[src/hw/flash_cmd_defines.svh]
// offsets, codes, field positions, reset values of the flash command unit
`ifndef FLASH_CMD_DEFINES_SVH
`define FLASH_CMD_DEFINES_SVH

// ------------------------------------------------------------
// register file offsets
// ------------------------------------------------------------
`define TRIM_BIT_DATA_ADDR      12'hff7
`define FLASH_COMMAND_PORT_ADDR 12'hff8
`define FLASH_STATE_PORT_ADDR   12'hff8

// ------------------------------------------------------------
// command codes
// ------------------------------------------------------------
`define CMD_UNLOCK_FIRST        8'h73
`define CMD_UNLOCK_SECOND       8'h8c
`define CMD_PAGE_ERASE          8'h95
`define CMD_MASS_ERASE          8'h63
`define CMD_PROTECT_ACCESS      8'h5e

// ------------------------------------------------------------
// status field encoding, six low bits
// ------------------------------------------------------------
`define STAT_LOCKED             6'h00
`define STAT_FIRST              6'h01
`define STAT_UNLOCKED           6'h02
`define STAT_PAGE_ERASE         6'h08
`define STAT_MASS_ERASE         6'h0c

// ------------------------------------------------------------
// memory map
// ------------------------------------------------------------
`define INFO_AREA_LO            16'hfe00
`define INFO_AREA_HI            16'hffff
`define OPTION_ADDR0            16'h0000
`define OPTION_ADDR1            16'h0001

// ------------------------------------------------------------
// option byte 0 fields and reset values
// ------------------------------------------------------------
`define OPT_WATCHDOG_RESPONSE_SELECT_BIT         7
`define OPT_WATCHDOG_ALWAYS_ON_BIT          6
`define OPT_ERASED              8'hff
`define TRIM_RESET              8'h00
`define RDATA_RESET             8'h00

`endif

[src/hw/flash_cmd_pkg.sv]
// types shared by the flash command unit
package flash_cmd_pkg;
    typedef enum logic [2:0] {
        ST_LOCKED   = 3'b000,
        ST_FIRST    = 3'b001,
        ST_UNLOCKED = 3'b011,
        ST_PAGE     = 3'b010,
        ST_MASS     = 3'b110
    } seq_state_t;

    typedef logic [7:0]  byte_t;
    typedef logic [11:0] rf_addr_t;
    typedef logic [15:0] mem_addr_t;
endpackage

[src/hw/option_if.sv]
// option byte and watchdog signals between top and option store
`timescale 1ns/1ps
interface option_if;
    import flash_cmd_pkg::*;
    logic  wr;
    logic  idx;
    byte_t wdata;
    byte_t byte0;
    byte_t byte1;
    logic  wdt_instr;
    logic  wdt_timeout;
    logic  wdt_run;
    logic  wdt_irq;
    logic  wdt_sys_reset;

    modport owner (input wr, idx, wdata, wdt_instr, wdt_timeout,
                   output byte0, byte1, wdt_run, wdt_irq, wdt_sys_reset);
    modport user  (output wr, idx, wdata, wdt_instr, wdt_timeout,
                   input byte0, byte1, wdt_run, wdt_irq, wdt_sys_reset);
endinterface

[src/hw/option_store.sv]
// option bytes kept across system reset, and watchdog start/response
`timescale 1ns/1ps
`include "flash_cmd_defines.svh"
module option_store (
    // clocks and resets
    input  wire logic   clk,
    input  wire logic   rst_n,
    input  wire logic   por_n,
    // option and watchdog signals
    option_if.owner     opt
);
    import flash_cmd_pkg::*;

    logic run_q;
    logic run_d;
    logic irq_q;
    logic sysrst_q;
    logic ao_bit;
    logic res_bit;
    logic fire;

    assign ao_bit  = opt.byte0[`OPT_WATCHDOG_ALWAYS_ON_BIT];
    assign res_bit = opt.byte0[`OPT_WATCHDOG_RESPONSE_SELECT_BIT];
    // auto start when always-on is 0, else wait for the instruction
    assign run_d   = run_q | opt.wdt_instr | ~ao_bit;
    assign fire    = run_q & opt.wdt_timeout;

    // only power-on sets these to the erased value FFH; system reset leaves them alone
    always_ff @(posedge clk or negedge por_n) begin
        if (!por_n) begin
            opt.byte0 <= `OPT_ERASED;
            opt.byte1 <= `OPT_ERASED;
        end else if (opt.wr) begin
            if (opt.idx) begin
                opt.byte1 <= opt.wdata;
            end else begin
                opt.byte0 <= opt.wdata;
            end
        end
    end

    always_ff @(posedge clk or negedge rst_n) begin
        if (!rst_n) begin
            run_q    <= 1'b0;
            irq_q    <= 1'b0;
            sysrst_q <= 1'b0;
        end else begin
            run_q    <= run_d;
            irq_q    <= fire & ~res_bit;
            sysrst_q <= fire & res_bit;
        end
    end

    assign opt.wdt_run       = run_q;
    assign opt.wdt_irq       = irq_q;
    assign opt.wdt_sys_reset = sysrst_q;
endmodule

[src/hw/info_decode.sv]
// registered decode of the program and information memory map
`timescale 1ns/1ps
`include "flash_cmd_defines.svh"
module info_decode #(
    parameter logic [15:0] DENY_LO = 16'hfe80,
    parameter logic [15:0] DENY_HI = 16'hfeff
) (
    // clock and reset
    input  wire logic                    clk,
    input  wire logic                    rst_n,
    // memory address
    input  wire flash_cmd_pkg::mem_addr_t addr,
    // decode results
    output logic                         info_sel,
    output logic                         info_denied,
    output logic                         option_sel
);
    import flash_cmd_pkg::*;

    function automatic logic in_range(mem_addr_t a, mem_addr_t lo,
                                      mem_addr_t hi);
        in_range = (a >= lo) && (a <= hi);
    endfunction

    logic info_w;
    logic deny_w;
    logic opt_w;

    assign info_w = in_range(addr, `INFO_AREA_LO, `INFO_AREA_HI);
    assign deny_w = info_w & in_range(addr, DENY_LO, DENY_HI);
    assign opt_w  = in_range(addr, `OPTION_ADDR0, `OPTION_ADDR1);

    always_ff @(posedge clk or negedge rst_n) begin
        if (!rst_n) begin
            info_sel    <= 1'b0;
            info_denied <= 1'b0;
            option_sel  <= 1'b0;
        end else begin
            info_sel    <= info_w;
            info_denied <= deny_w;
            option_sel  <= opt_w;
        end
    end
endmodule

[src/hw/flash_cmd_unit.sv]
// flash command front end: unlock sequencer, status, trim, option bits
//
// What this block does
// program and erase are refused until software unlocks the controller.
// unlock needs command writes 73H then 8CH, back to back.
// any invalid code or broken order relocks the controller.
// page erase starts only on 95H as third command after unlock.
// page erase touches only the page chosen by page select.
// mass erase starts only on 63H as third command after unlock.
// mass erase is accepted only from the on-chip debugger.
// writing 5EH grants access to the sector protect register.
// command (write) and status (read) share address FF8H.
// status readable anytime, six low bits state, top two zero.
// trim data register at FF7H, read/write, resets to zero.
// information area decoded at FE00H-FFFFH, part of it inaccessible.
// bytes 0000H and 0001H are option bits, not code.
// option bits are never changed by system reset.
// watchdog response bit 0 gives interrupt, 1 gives system reset.
// always-on bit 0 starts the watchdog at power-up, undisableable.
// always-on bit 1 waits for the watchdog instruction, then runs.
// a finished erase relocks; unlock must be repeated.
// status encodes locked, first code, unlocked, erase in progress.
`timescale 1ns/1ps
`include "flash_cmd_defines.svh"
module flash_cmd_unit (
    // clocks and resets
    input  wire logic                     clk,
    input  wire logic                     rst_n,
    input  wire logic                     por_n,
    // register file access
    input  wire flash_cmd_pkg::rf_addr_t  rf_addr,
    input  wire logic                     rf_wr,
    input  wire logic                     rf_rd,
    input  wire flash_cmd_pkg::byte_t     rf_wdata,
    output flash_cmd_pkg::byte_t          rf_rdata,
    input  wire logic                     dbg_write,
    // flash array
    input  wire flash_cmd_pkg::byte_t     page_select,
    input  wire logic                     erase_done,
    output logic                          erase_start,
    output logic                          erase_mass,
    output flash_cmd_pkg::byte_t          erase_page,
    output logic                          prog_enable,
    output logic                          sector_protect_access,
    // memory bus
    input  wire flash_cmd_pkg::mem_addr_t mem_addr,
    input  wire logic                     mem_wr,
    input  wire flash_cmd_pkg::byte_t     mem_wdata,
    output logic                          info_sel,
    output logic                          info_denied,
    output logic                          option_sel,
    // option bits and watchdog
    input  wire logic                     wdt_instr,
    input  wire logic                     wdt_timeout,
    output flash_cmd_pkg::byte_t          option_byte0,
    output flash_cmd_pkg::byte_t          option_byte1,
    output logic                          wdt_run,
    output logic                          wdt_irq,
    output logic                          wdt_sys_reset
);
    import flash_cmd_pkg::*;

    // ------------------------------------------------------------
    // helpers
    // ------------------------------------------------------------
    function automatic logic [5:0] stat_code(seq_state_t s);
        case (s)
            ST_LOCKED:   stat_code = `STAT_LOCKED;
            ST_FIRST:    stat_code = `STAT_FIRST;
            ST_UNLOCKED: stat_code = `STAT_UNLOCKED;
            ST_PAGE:     stat_code = `STAT_PAGE_ERASE;
            ST_MASS:     stat_code = `STAT_MASS_ERASE;
            default:     stat_code = `STAT_LOCKED;
        endcase
    endfunction

    // ------------------------------------------------------------
    // decode
    // ------------------------------------------------------------
    seq_state_t state_q;
    seq_state_t state_d;
    byte_t      trim_q;
    byte_t      rdata_q;
    logic       protect_q;
    logic       start_q;
    logic       mass_q;
    byte_t      page_q;
    logic       cmd_wr;
    logic       trim_wr;
    logic       cmd_rd;
    logic       trim_rd;
    byte_t      rdata_d;
    logic       busy;
    logic       go_page;
    logic       go_mass;
    logic       opt_addr;

    assign cmd_wr  = rf_wr & (rf_addr == `FLASH_COMMAND_PORT_ADDR);
    assign cmd_rd  = rf_rd & (rf_addr == `FLASH_STATE_PORT_ADDR);
    assign trim_wr = rf_wr & (rf_addr == `TRIM_BIT_DATA_ADDR);
    assign trim_rd = rf_rd & (rf_addr == `TRIM_BIT_DATA_ADDR);
    assign busy    = (state_q == ST_PAGE) | (state_q == ST_MASS);

    // reads of FF8H return only the status; the command port has no read path
    assign rdata_d = cmd_rd  ? {2'b00, stat_code(state_q)} :
                     trim_rd ? trim_q : `RDATA_RESET;

    assign go_page = (state_q == ST_UNLOCKED) & cmd_wr &
                     (rf_wdata == `CMD_PAGE_ERASE);
    // a mass erase from ordinary code is treated as an invalid code
    assign go_mass = (state_q == ST_UNLOCKED) & cmd_wr & dbg_write &
                     (rf_wdata == `CMD_MASS_ERASE);

    // ------------------------------------------------------------
    // unlock sequencer
    // ------------------------------------------------------------
    always_comb begin
        state_d = state_q;
        case (state_q)
            ST_LOCKED: begin
                if (cmd_wr && rf_wdata == `CMD_UNLOCK_FIRST) begin
                    state_d = ST_FIRST;
                end
            end
            ST_FIRST: begin
                if (cmd_wr) begin
                    if (rf_wdata == `CMD_UNLOCK_SECOND) begin
                        state_d = ST_UNLOCKED;
                    end else begin
                        state_d = ST_LOCKED;
                    end
                end
            end
            ST_UNLOCKED: begin
                if (go_page) begin
                    state_d = ST_PAGE;
                end else if (go_mass) begin
                    state_d = ST_MASS;
                end else if (cmd_wr) begin
                    state_d = ST_LOCKED;
                end
            end
            // command writes are ignored while an erase runs
            ST_PAGE, ST_MASS: begin
                if (erase_done) begin
                    state_d = ST_LOCKED;
                end
            end
            default: state_d = ST_LOCKED;
        endcase
    end

    always_ff @(posedge clk or negedge rst_n) begin
        if (!rst_n) begin
            state_q <= ST_LOCKED;
        end else begin
            state_q <= state_d;
        end
    end

    // ------------------------------------------------------------
    // erase request to the array
    // ------------------------------------------------------------
    always_ff @(posedge clk or negedge rst_n) begin
        if (!rst_n) begin
            start_q <= 1'b0;
            mass_q  <= 1'b0;
            page_q  <= 8'h00;
        end else begin
            start_q <= go_page | go_mass;
            if (go_page | go_mass) begin
                mass_q <= go_mass;
                page_q <= page_select;
            end
        end
    end

    // ------------------------------------------------------------
    // sector protect access and trim data
    // ------------------------------------------------------------
    always_ff @(posedge clk or negedge rst_n) begin
        if (!rst_n) begin
            protect_q <= 1'b0;
        end else if (cmd_wr && !busy) begin
            protect_q <= (rf_wdata == `CMD_PROTECT_ACCESS);
        end
    end

    always_ff @(posedge clk or negedge rst_n) begin
        if (!rst_n) begin
            trim_q  <= `TRIM_RESET;
            rdata_q <= `RDATA_RESET;
        end else begin
            if (trim_wr) begin
                trim_q <= rf_wdata;
            end
            rdata_q <= rdata_d;
        end
    end

    // ------------------------------------------------------------
    // option bytes and watchdog
    // ------------------------------------------------------------
    option_if opt ();

    // option bytes are programmed like flash: only while unlocked
    assign opt_addr        = (mem_addr == `OPTION_ADDR0) |
                             (mem_addr == `OPTION_ADDR1);
    assign opt.wr          = mem_wr & opt_addr & prog_enable;
    assign opt.idx         = mem_addr[0];
    assign opt.wdata       = mem_wdata;
    assign opt.wdt_instr   = wdt_instr;
    assign opt.wdt_timeout = wdt_timeout;

    option_store u_opt (
        .clk   (clk),
        .rst_n (rst_n),
        .por_n (por_n),
        .opt   (opt)
    );

    info_decode u_dec (
        .clk         (clk),
        .rst_n       (rst_n),
        .addr        (mem_addr),
        .info_sel    (info_sel),
        .info_denied (info_denied),
        .option_sel  (option_sel)
    );

    always_ff @(posedge clk or negedge rst_n) begin
        if (!rst_n) begin
            prog_enable <= 1'b0;
        end else begin
            prog_enable <= (state_d == ST_UNLOCKED);
        end
    end

    // ------------------------------------------------------------
    // outputs
    // ------------------------------------------------------------
    assign rf_rdata              = rdata_q;
    assign erase_start           = start_q;
    assign erase_mass            = mass_q;
    assign erase_page            = page_q;
    assign sector_protect_access = protect_q;
    assign option_byte0          = opt.byte0;
    assign option_byte1          = opt.byte1;
    assign wdt_run               = opt.wdt_run;
    assign wdt_irq               = opt.wdt_irq;
    assign wdt_sys_reset         = opt.wdt_sys_reset;
endmodule

[config.mk]
export PLATFORM = sky130hd
export DESIGN_NAME = flash_cmd_unit
export DESIGN_NICKNAME = d
export VERILOG_FILES = /design/src/hw/flash_cmd_pkg.sv /design/src/hw/option_if.sv /design/src/hw/option_store.sv /design/src/hw/info_decode.sv /design/src/hw/flash_cmd_unit.sv
export VERILOG_INCLUDE_DIRS = /design/src /design/src/hw
export SDC_FILE = /design/constraint.sdc
export NUM_CORES = 1
export LEC_CHECK = 0
export BUFFER_PORTS_ARGS = -buffer_cell sky130_fd_sc_hd__buf_4
export CORE_MARGIN = 5
export CORE_UTILIZATION = 40
export CTS_CLUSTER_DIAMETER = 120
export DETAILED_ROUTE_END_ITERATION = 8
export PLACE_DENSITY = 0.77
export SLEW_MARGIN = 20
export SYNTH_ARGS = -nofsm -noshare
export SYNTH_HDL_FRONTEND = slang
export SYNTH_SLANG_ARGS = --single-unit
[constraint.sdc]
create_clock -name clk -period 2.25 [get_ports clk]
set_input_delay 0.3375 -clock clk [delete_from_list [all_inputs] [get_ports clk]]
set_output_delay 0.3375 -clock clk [all_outputs]
set_load 0.005 [all_outputs]
# After elaboration in Yosys (flattened, before gate mapping)
# Cells that the tools add are included.
# word_totals
regBits	53
input_bits	62
# classes
n_lt_le_gt_ge	6
n_eq_ne	13
mux	11
n_bitwise	22
reduce_logical	11
# op_table
operator	count
greater-or-equal comparator 16 bit (second input constant)	2
<= comparator 16 bit (second input constant)	2
== test 12 bit (second input constant)	2
== test 8 x 7 -> 1 bit (second input constant)	3
two-way mux 3 bit	6
== test 16 x 1 -> 1 bit (second input constant)	1
== test 8 bit (second input constant)	2
greater-or-equal comparator 16 x 1 -> 1 bit (second input constant)	1
<= comparator 16 x 1 -> 1 bit (second input constant)	1
logical NOT 16 bit	1
two-way mux 8 bit	2
case mux 4 bit (4 select lines)	1
AND 1 bit	14
case mux 3 bit (4 select lines)	1
== test 3 x 2 -> 1 bit (second input constant)	3
logical AND 1 bit	5
bitwise OR 1 bit	5
AND reduction 2 bit	2
== test 3 x 1 -> 1 bit (second input constant)	1
== test 3 bit (second input constant)	1
logical NOT 3 bit	1
NOT 1 bit	3
two-way mux 2 bit	1
OR reduction 2 bit	1
logical NOT 1 bit	1

# Longest topological paths before layout
# Gate-level depths: netlist of run 1.
# depth
word_depth	9
ltp_mapped	4
ltp_nobuf	4

# Hierarchy
# From an unflattened synthesis of run 1, not the netlist that was laid out.
# hier_totals
hier_cells	167
hier_area_um2	2277.2
# by_module_without_submodules
mod	instances	cells_per_inst	area_per_inst_um2	seq_area_each_um2
flash_cmd_unit	1	111	1413.9	775.7
option_store	1	43	730.7	495.5
info_decode	1	13	132.6	75.1

# Worst setup path before layout of run 1
# Ideal clock, no wire load.
# synth_path
path_kind	input to register
from	in rf_addr[2]
to	reg page_q[0] (netlist: erase_page[0])
arrival_ns	1.635
slack_ns	0.490
stages	4
path_buffers	0
cell_sequence	nor4b_4 -> nand4_4 -> a211oi_4 -> mux2_2
# synth_between
elab_chain_cells	6
# synth_lines
element	line	text
from (decl)	flash_cmd_unit.sv:31	input wire flash_cmd_pkg::rf_addr_t rf_addr,
== test 12 bit (no source line) *	n/a	
AND 1 bit *	flash_cmd_unit.sv:98	assign cmd_wr = rf_wr & (rf_addr == `FLASH_COMMAND_PORT_ADDR);
AND 1 bit *	flash_cmd_unit.sv:108, flash_cmd_unit.sv:111	
AND 1 bit (2 in series)	flash_cmd_unit.sv:111	assign go_mass = (state_q == ST_UNLOCKED) & cmd_wr & dbg_write &
bitwise OR 1 bit *	flash_cmd_unit.sv:171	if (go_page | go_mass) begin
to (signal assigned)	flash_cmd_unit.sv:173	page_q <= page_select;
to (decl)	flash_cmd_unit.sv:87	byte_t page_q;
# Mark *: on every way between the ends. The rest lies on a longest branch, timed or not.
# A chain may end at the register's enable or synchronous reset.

# Final worst setup path of run 1
# layout_path
from	reg state_q[0]
to	reg page_q[7] (netlist: erase_page[7])
# layout_between
elab_chain_cells	5
# layout_lines
element	line	text
from (decl)	flash_cmd_unit.sv:80	seq_state_t state_q;
from (signal assigned)	flash_cmd_unit.sv:157	state_q <= state_d;
== test 3 x 2 -> 1 bit *	flash_cmd_unit.sv:108, flash_cmd_unit.sv:111	
AND 1 bit *	flash_cmd_unit.sv:108, flash_cmd_unit.sv:111	
AND 1 bit (2 in series)	flash_cmd_unit.sv:111	
bitwise OR 1 bit *	flash_cmd_unit.sv:171	
# Marked as above.

==> metrics list, run 1 <==
* Overall die height: 84.8 um
- For this run, the leading register cell type out of synthesis is dfrtp_1.
- Clk slew on worst S/H paths: 0.09 ns
* Headroom to the max-slew limit: 65.7%
- Number of max-capacitance violations reported: 0
* Global-route wire length before repair: 8880 um
* FF-to-FF End: erase_page[7]
* Most frequent standard cell in the layout excluding fill and tap cells: buf_4
- From synthesis to final layout, the design area changed by 43.5%.
- The clock arrives with 0.00458 ns of skew.
- The cell count after synthesis came out at 164.
- Crit path max-delay family: compound AO/OA/AOI/OAI gates
* Total congestion overflow: 0
* Register-to-register setup slack: 0.42 ns
* Mean number of vias per cell: 5.13
* Reg2Reg Launch Point: state_q[0]
* Count of synthesis-stage warnings from yosys: 0
- Stage delay of the slowest cell on the critical path: 0.46 ns
* Total core area: 0.00547 sq mm
- At the placement stage, the worst setup path has a slack of 0.148 ns.
* Setup violation total in the final timing report: 0
- Mean area per synthesized cell: 13.6 sq um
* Starting utilization of the core area: 40.9%
- Top-area cell type share of the netlist area: 41.4%
- In this run the tool buffered the top-level ports with 103 buffer cells.
- Cells traversed along the worst timing path: nor2b_1 > nand2_1 > a211oi_4 > mux2_2
* Class of the tightest hold or removal check: input pin to async pin
- Global placer's final weighted congestion: 0.849
- VDD sags by at most 0.000298 V.
- Req. time, crit path: 2.43 ns
* Transition time at the pin with the least slew margin: 0.513 ns
- Static leakage: 1.60 nW
* Crit-path slowest cell: a211oi_4
- CP Class: flop to flop
- The layout has 489 filler cells.
- The critical path contains buffers and inverters numbering 0 combined.
- The number of failing hold endpoints at the final stage was 0.
- Detailed placement ended at an HPWL of 4450 um.
- Clock latency on the worst-skew pair, taken at its later pin, is 0.30 ns.
- Std-Cell Rows: 27
- Number of max-slew violations in the final report: 0
- End-of-flow core utilization: 58.7%
* Ratio of cells with drive above 1 in the final layout: 59.4%
- Outcome: complete, no violations
- TritonCTS built the clock tree.
- The share of the Yosys chip area taken by registers is 60.1%.
- Number of optimization iterations in the first detailed-route pass: 4
- Buffers inserted during clock tree synthesis total 5.
* Post-synth top area cell: dfrtp_1
- The number of gates resized after CTS was 0.
- The synthesized design contains 53 register bits.
* Longest Clk Path Bufs: 2
- H-tree lvl count: 2
- Average wire length per cell after detail routing: 15.6 um
* Die width: 84.8 um
* Data arrival time of the critical path: 2.01 ns
* Number of vias in the routed layout: 1795
- Buffers inserted by post-CTS timing repair: 0
- The worst setup path is captured at a flop.
* Final setup margin: 0.425 ns
- Count of nets left with antenna violations after detail routing: 0
* Number of enable flip-flop cells after synthesis: 0
* Worst Hold Margin: 0.0978 ns
* Number of DRC markers after the initial detailed-route iteration: 55
- The number of antenna violations at the first check in global routing came to 0.
- For this design the top-level I/O count stands at 104.
* Proportion of register bits with asynchronous set or reset after synthesis: 100%
* Post-synthesis net count: 226
* RSZ-0062 raised after global routing: no
- The via count of the first global-routing pass is 1816.
* Syn Std Cell Area: 0.00224 sq mm
* Time the worst path needs with I/O delays and setup: 1.83 ns
* Unique cell type count in the Yosys netlist: 32
* Wire length reported by the detailed router: 5460 um
- The worst setup path is launched from a flop.
* Power Density: 498 mW/mm^2
- Clock tree root buffer cell: clkbuf_8
- The floorplan step defined a die boundary enclosing 0.00719 sq mm.
- Along the worst path, the maximum fanout reaches 9.
- Depth of the most critical reg-to-reg path: 4
* Largest cells by area after synthesis: dfrtp_1 (41%), dfstp_2 (19%), mux2_2 (16%), nand4_1 (2.0%), nor2b_1 (1.7%)
- Post-Route Setup TNS: 0 ns
* Number of cells in the finished layout apart from fillers: 350
* # nets final: 339
- For this run, design rule violations remaining after detail routing come to 0.
- Static timing analysis puts the maximum clock frequency at 548 MHz.
- Antenna diode count: 0
- The final critical path takes up 81.1% of the cycle.
* Commonest non-fill, non-tap cells in the layout: buf_4 (105), dfrtp_1 (37), mux2_2 (32)
* Placed cell count: 341
- Largest net degree at the start of global routing: 38
- Global routing used 15.3% of the available tracks.
* Number of sinks on the clock net: 53
state kept, by name (all words and copies together) (netlist names), 3 cells and up:
name / cells
erase_page: 8
rf_rdata: 8
state_q: 3
trim_q: 8
u_opt.opt.byte0: 8
u_opt.opt.byte1: 8
cell type report:
cell class | count | area [sq um] | share of cell area [%]
timing repair buffer | 106 | 798 | 24.8
sequential | 53 | 1350 | 41.9
tap | 72 | 90.1 | 2.80
multi-input combinational | 110 | 888 | 27.6
clock buffer | 6 | 72.6 | 2.26
clock inverter | 2 | 13.8 | 0.428
inverter | 1 | 3.75 | 0.117
cells by family (layout without fill, tap and decap cells):
group                  count (synthesis)  count (layout)  synth area share [%]
and+or+nand+nor                       64              64                  18.6
DFF                                   53              53                  60.1
muxes                                 33              33                  16.5
AOI/OAI and AO/OA                     13              13                  4.58
buffers and inverters                  1             115                 0.168
cell usage after synthesis (2+ instances only):
master / n
and4_1: 2
and2_1: 4
nand2_1: 7
dfstp_2: 16
mux2_2: 32
nand2b_1: 2
nand3_1: 5
nor4_1: 6
nor3b_1: 2
nand4_1: 7
nor3_1: 2
dfrtp_1: 37
nor2_1: 8
and3_1: 4
and3b_1: 2
o31ai_1: 5
o21ai_0: 3
nor2b_1: 6
power breakdown:
part	switching (W)	total [W]	internal (W)	leakage, nW
clock	0.000287	0.000509	0.000222	0.0456
sequential	0.000000589	0.000956	0.000955	0.674
combinational	0.0000556	0.000135	0.0000795	0.885
how the worst max path moves through the flow:
stage | startpoint | endpoint | slack [ns] | depth (start not counted)
6_report | state_q[0] | erase_page[7] | 0.42 | 4
5_1_grt | state_q[0] | erase_page[7] | 0.29 | 4
4_1_cts | state_q[0] | erase_page[5] | 0.43 | 4
3_5_place_dp | rf_addr[2] | erase_page[5] | 0.15 | 5
3_3_place_gp | rf_addr[2] | erase_page[4] | 0.22 | 5
2_1_floorplan | rf_addr[2] | erase_page[0] | 0.49 | 4
per-stage QoR:
step / cell area (sq um) / total power, W
after floorplan: 2240 / 0.000990
after global placement: 3120 / 0.00111
after detailed placement: 3120 / 0.00111
after CTS: 3210 / 0.00162
after global routing: 3210 / 0.00168
final: 3210 / 0.00160
per-layer routing:
layer	vias up	track usage, %	part of all wire [%]
met5	-	0	0
li1	838	-	-
met4	0	5.32	1.4
met2	93	24.8	47
met3	6	3.93	9.0
met1	858	19.9	42
repair_timing:
action	CTS	global route
hold buffers	1	0
endpoints found under the setup margin	0	0
hold endpoints to repair	35	0
No activity file was read; power rests on OpenSTA's default activity.
==> run 2, diff against run 1 <==
Clock period 2.25 ns to 1.9 ns, I/O delays scaled along.
==> metrics list, run 2 (same netlist as run 1, synthesis figures left out) <==
- Class of the tightest hold or removal check: input pin to async pin
- The share of cells above drive strength 1 came to 60.7% (+1.3 points).
* Number of max-slew violations in the final report: 0 (unchanged)
* Sw Share: 22.8% (+1.3 points)
* Power Density: 589 mW/mm^2 (+18%)
* Worst Hold Margin: 0.0459 ns (-0.0519 ns)
- Starting utilization of the core area: 40.9% (unchanged)
- Maximum achievable frequency: 579 MHz (+5.7%)
- Number of top-level pins: 104 (unchanged)
- Clock tree root buffer cell: clkbuf_8
- The iteration count of the initial detailed-routing pass came to 4 (unchanged).
- The net load switching power was 0.000440 W (+28%).
- CP Class: flop to flop
- The count of placed standard cells in the final layout, fillers left out came to 357 (+2.0%).
- Number of buffers added by the clock tree synthesis step: 5 (unchanged)
- The transition time of the tightest slew-check pin came to 0.452 ns (-0.0616 ns).
* H-tree lvl count: 2 (unchanged)
- The flow ran to the end, and the final reports show no timing, DRC or antenna violations.
- The count of antenna diodes in the layout is 0 (unchanged).
- Global router's overall resource usage: 15.7% (+0.37 points)
- The worst setup path is launched from a flop.
* Count of unresolved DRC violations after routing: 0 (unchanged)
* Antenna violations before repair: 0 (unchanged)
* Vias in the first global route: 1785 (-1.7%)
- The area growth from synthesis to layout is 46.8%.
- The met3 usage came to 3.83% (-0.098 points).
- Clock power share: 33.2% (+1.4 points)
- # nets final: 346 (+2.1%)
- The data arrival time of the critical path was 1.91 ns (-0.10 ns).
- Number of max-capacitance violations reported: 0 (unchanged)
- The global routing stage identified its most utilized layer as met2.
- The horizontal die dimension is 84.8 um (unchanged).
- Number of sinks on the clock net: 53 (unchanged)
- The clock latency reported for the late side of the worst-skew pair came to 0.30 ns (about the same).
- The site row count came to 27 (unchanged).
- The number of buffers added on ports came to 103 (unchanged).
* Longest Clk Path Bufs: 2 (unchanged)
- Critical Path End Type: flop
- Mean number of vias per cell: 4.97 (-3.1%)
* Average wire length per cell after detail routing: 15.4 um (-1.2%)
- The count of cells resized by post-cts repair is 0 (unchanged).
* Wire length reported by the detailed router: 5510 um (+0.82%)
- Overall die height: 84.8 um (unchanged)
* Proportion of power drawn by combinational gates: 8.3% (about the same)
- The met1 capacity usage during global routing was 20.3% (+0.41 points).
* Count of filler cells inserted in the layout: 465 (-4.9%)
* Number of vias in the routed layout: 1775 (-1.1%)
- The clock period minus worst slack is 1.73 ns (-0.0977 ns).
- Met2 demand-to-capacity share in global routing: 26.3% (+1.6 points)
- Global placer's final weighted congestion: 0.834 (-1.8%)
* RSZ-0062 raised after global routing: no
* Final setup margin: 0.173 ns (-0.252 ns)
* Post-Route Setup TNS: 0 ns (unchanged)
* Maximum VDD drop: 0.000298 V (-0.27%)
- The final count of negative-setup-slack endpoints came to 0 (unchanged).
- Placed cell count: 348 (+2.1%)
- Total congestion overflow: 0 (unchanged)
- Seq pwr share: 58.5% (-1.2 points)
- The post-detailed-placement cell area is 0.00318 sq mm (+2.1%).
- Largest net degree at the start of global routing: 38 (unchanged)
- Number of DRC markers after the initial detailed-route iteration: 31 (-44%)
- Final std cell area, no fill: 0.00329 sq mm (+2.3%)
- The leakage component of the power was 1.64 nW (+2.0%).
- Headroom to the max-slew limit: 69.9% (+4.2 points)
* Die footprint: 0.00719 sq mm (unchanged)
- Internal power component: 0.00149 W (+19%)
* Global-route wire length before repair: 9060 um (+2.0%)
- Clk slew on worst S/H paths: 0.10 ns (about the same)
- Total core area: 0.00547 sq mm (unchanged)
* Req. time, crit path: 2.09 ns (-0.34 ns)
* Placed wire-length estimate: 4490 um (+0.95%)
* Final Skew: 0.00472 ns (+0.000144 ns)
* Post-route fraction of the period consumed by the critical path: 90.9% (+9.8 points)
- Leaving out fill and tap cells, the most frequent cell in the layout is buf_4.
- Commonest non-fill, non-tap cells in the layout: buf_4 (111), dfrtp_1 (37), mux2_2 (32)
* Clock tree from TritonCTS: built
* Total count of hold-check failures in the final report: 0 (unchanged)
* Worst slack, placed: 0.0289 ns (-0.119 ns)
- The number of nets with antenna violations after routing is 0 (unchanged).
- Crit Path Max Fanout: 9 (unchanged)
* CTS Hold Buffers Added: 1 (unchanged)
- Buffers inserted by post-CTS timing repair: 0 (unchanged)
run 2: final cells by class:
class	instances	area (sq um)	share of cell area, %
clock inverters	3	26.3	0.799
well taps	72	90.1	2.74
multi-input cells	110	888	27.0
flip-flops and latches	53	1350	41.0
inverters	1	3.75	0.114
clock buffers	5	68.8	2.09
repair buffers	113	863	26.3
run 2: per-layer routing:
metal / share of wire [%] / vias to the layer above
met1: 45 / 839
met4: 0.65 / 0
met3: 7.4 / 2
met2: 47 / 81
met5: 0 / -
li1: - / 853
run 2: final timing paths:
check / end / cells after the start / slack (ns) / startpoint
setup / recovery: erase_page[7] / 5 / 0.17 / state_q[0]
hold / removal: u_opt.opt.byte0[5] / 1 / 0.05 / por_n
setup reg to reg: erase_page[7] / 5 / 0.17 / state_q[0]
hold reg to reg: u_opt.opt.wdt_run / 1 / 0.46 / u_opt.opt.byte0[6]
max in group asynchronous: trim_q[0] / 2 / 1.11 / rst_n
min in group clk: u_dec.option_sel / 2 / 0.14 / mem_addr[3]
run 2: per-stage QoR:
step                      utilization [%]  power (W)
after global placement               58.1    0.00131
after global routing                 60.1    0.00202
final                                60.1    0.00193
after floorplan                         -    0.00117
after detailed placement             58.1    0.00131
after CTS                            60.1    0.00196
run 2: power by group through the flow:
stage | registers (W) | clock network, W | logic (W)
5_1_grt | 0.00113 | 0.000714 | 0.000178
3_5_place_dp | 0.00115 | 0 | 0.000161
4_1_cts | 0.00113 | 0.000667 | 0.000163
2_1_floorplan | 0.00115 | 0 | 0.0000194
3_3_place_gp | 0.00115 | 0 | 0.000159
6_report | 0.00113 | 0.000643 | 0.000160
run 2: worst max-delay path, cell delays in order, from the launching register on:
cell and delay [ns]:
dfrtp_1 0.45, nor2b_1 0.23, nand2_1 0.18, a211oi_4 0.25, buf_12 0.16, mux2_2 0.34
==> run 3, diff against run 2 <==
Clock period 1.9 ns to 2 ns, I/O delays scaled along.
==> metrics list, run 3 (same netlist as run 1, synthesis figures left out) <==
* Number of top-level pins: 104 (unchanged)
- The detailed-route wire length is 5540 um (+0.49%).
- The number of buffers on the longest clock path came to 2 (unchanged).
- The remaining global-route overflow was 0 (unchanged).
* Antenna violations before repair: 0 (unchanged)
- The post-route fraction of the period consumed by the critical path came to 83.8% (-7.1 points).
- Clock tree synthesis selected as its root buffer the cell clkbuf_8.
- Critical path destination: erase_page[7]
- Clk slew on worst S/H paths: 0.09 ns (about the same)
- Average wire length per cell after detail routing: 15.6 um (+1.3%)
- Stage delay of the slowest cell on the critical path: 0.44 ns (about the same)
- The count of cells resized by post-cts repair is 0 (unchanged).
* Req. time, crit path: 2.18 ns (+0.09 ns)
- Number of optimization iterations in the first detailed-route pass: 4 (unchanged)
- The number of hold buffers added after CTS was 1 (unchanged).
- The pin count of the biggest net entering global routing is 38 (unchanged).
- The count of antenna diodes in the layout came to 0 (unchanged).
* Global placer's final weighted congestion: 0.815 (-2.2%)
* # nets final: 343 (-0.87%)
* Die width: 84.8 um (unchanged)
- Buffers inserted by post-CTS timing repair: 0 (unchanged)
- Number of max-capacitance violations reported: 0 (unchanged)
- The clock latency reported for the late side of the worst-skew pair was 0.30 ns (about the same).
- The number of failing hold endpoints at the final stage came to 0 (unchanged).
- The library cell used most frequently in the layout, excluding fill and tap cells, is buf_4.
- The DRC marker count from the first detailed-route iteration was 64 (+110%).
* Placed cell count: 345 (-0.86%)
* Number of cells in the finished layout apart from fillers: 354 (-0.84%)
- Reg2Reg Launch Point: state_q[0]
- Number of max-slew violations in the final report: 0 (unchanged)
- TritonCTS built the clock tree.
* Internal power component: 0.00141 W (-5.6%)
- The share of total power in sequential cells came to 60.1% (+1.6 points).
* Power Density: 550 mW/mm^2 (-6.6%)
* Power spent charging and discharging nets: 0.000377 W (-14%)
- The total global-route track usage was 15.9% (+0.21 points).
- CP Class: flop to flop
- Std-Cell Rows: 27 (unchanged)
* Vias in the first global route: 1884 (+5.5%)
* IO Port Bufs: 103 (unchanged)
- Leaving out fill and tap cells, the most frequent cells in the layout are buf_4 (108), dfrtp_1 (37), mux2_2 (32).
- Transition time at the pin with the least slew margin: 0.454 ns (+0.00286 ns)
- The initial cell density of the core came to 40.9% (unchanged).
* Cells traversed along the worst timing path: nor2b_1 > nand2_1 > a211oi_4 > buf_12 > mux2_2
* Crit start category: flop
- The clock sink total came to 53 (unchanged).
- In this run the critical register-to-register path is captured at erase_page[7].
- Final Skew: 0.00529 ns (+0.000564 ns)
* Global-route wire length before repair: 9220 um (+1.8%)
- The flow ran to the end, and the final reports show no timing, DRC or antenna violations.
- Time the worst path needs with I/O delays and setup: 1.68 ns (-0.0517 ns)
* Crit Path Max Fanout: 9 (unchanged)
- The share of cells above drive strength 1 is 59.6% (-1.1 points).
* Number of buffers added by the clock tree synthesis step: 5 (unchanged)
* Clock power share: 31.4% (-1.8 points)
- Final setup margin: 0.324 ns (+0.152 ns)
* Register-to-register setup slack: 0.32 ns (+0.15 ns)
- Worst Hold Margin: 0.0670 ns (+0.0211 ns)
- Setup repair after global routing left no endpoint under its margin.
* Static leakage: 1.62 nW (-1.1%)
- Number of vias in the routed layout: 1744 (-1.7%)
* Worst slack, placed: 0.0910 ns (+0.0620 ns)
- Mean number of vias per cell: 4.93 (-0.91%)
- Count of nets left with antenna violations after detail routing: 0 (unchanged)
- The data arrival time of the critical path was 1.86 ns (-0.05 ns).
* Headroom to the max-slew limit: 69.7% (-0.19 points)
* Class of the tightest hold or removal check: input pin to async pin
- Crit-path slowest cell: dfrtp_1
- Count of unresolved DRC violations after routing: 0 (unchanged)
- The worst-case vdd ir drop was 0.000338 V (+13%).
- The setup TNS is 0 ns (unchanged).
- The level count of the clock H-tree was 2 (unchanged).
- From synthesis to final layout, the design area changed by 45.3%.
- The final count of negative-setup-slack endpoints came to 0 (unchanged).
- The most critical setup path has its startpoint at state_q[0].
- Total core area: 0.00547 sq mm (unchanged)
- Overall die height: 84.8 um (unchanged)
- The half-perimeter wire length after detailed placement was 4470 um (-0.49%).
* Die footprint: 0.00719 sq mm (unchanged)
* Critical Path End Type: flop
- Maximum achievable frequency: 597 MHz (+3.1%)
- Sw Share: 21.1% (-1.7 points)
- Proportion of power drawn by combinational gates: 8.6% (+0.3 points)
- The final design utilization came to 59.4% (-0.62 points).
- Depth of the most critical reg-to-reg path: 5 (unchanged)
[run 3: cell types whose count changed in the layout (fill, tap and decap cells not counted)]
cell	previous run	this run
clkbuf_1	0	2
inv_8	1	0
buf_4	111	108
clkinvlp_4	2	1
[run 3: power groups by stage]
| stage | Sequential, W | Clock (W) | Combinational, W |
|---|---|---|---|
| final | 0.00107 | 0.000561 | 0.000153 |
| after global routing | 0.00108 | 0.000638 | 0.000168 |
| after CTS | 0.00108 | 0.000595 | 0.000155 |
| after detailed placement | 0.00109 | 0 | 0.000153 |
| after global placement | 0.00109 | 0 | 0.000149 |
| after floorplan | 0.00110 | 0 | 0.0000184 |
[run 3: worst min-delay path by stage]
stage           from            endpoint  depth (start not counted)
5_1_grt        por_n  u_opt.opt.byte0[2]                          1
3_3_place_gp   rst_n       erase_page[0]                          1
3_5_place_dp   rst_n       erase_page[0]                          1
4_1_cts        por_n  u_opt.opt.byte0[2]                          1
2_1_floorplan  rst_n          erase_mass                          0
6_report       por_n  u_opt.opt.byte0[2]                          1
[run 3: per-layer routing]
| metal | GRT usage (%) | vias up | share of wire, % |
|---|---|---|---|
| met5 | 0 | - | 0 |
| met4 | 4.46 | 0 | 1.2 |
| met3 | 4.51 | 6 | 8.7 |
| met2 | 26.3 | 83 | 48 |
| met1 | 20.3 | 812 | 42 |
| li1 | - | 843 | - |
[run 3: layout make-up]
type | instances | area (sq um)
Fill cell | 474 | 2220
Inverter | 1 | 3.75
Multi-Input combinational cell | 110 | 888
Sequential cell | 53 | 1350
Tap cell | 72 | 90.1
Timing Repair Buffer | 110 | 841
Clock inverter | 1 | 7.51
Clock buffer | 7 | 76.3
[run 3: stage by stage]
step | instance area (sq um) | total power, W
6_report | 3250 | 0.00179
5_1_grt | 3250 | 0.00188
4_1_cts | 3250 | 0.00182
3_5_place_dp | 3160 | 0.00125
3_3_place_gp | 3160 | 0.00124
2_1_floorplan | 2240 | 0.00111
[run 3: worst max-delay path, delay by kind of cell (launching register included)]
family	cells	cell delay, ns
compound gates	1	0.24
buf+inv	1	0.16
flops	1	0.44
mux	1	0.33
simple gates	2	0.40
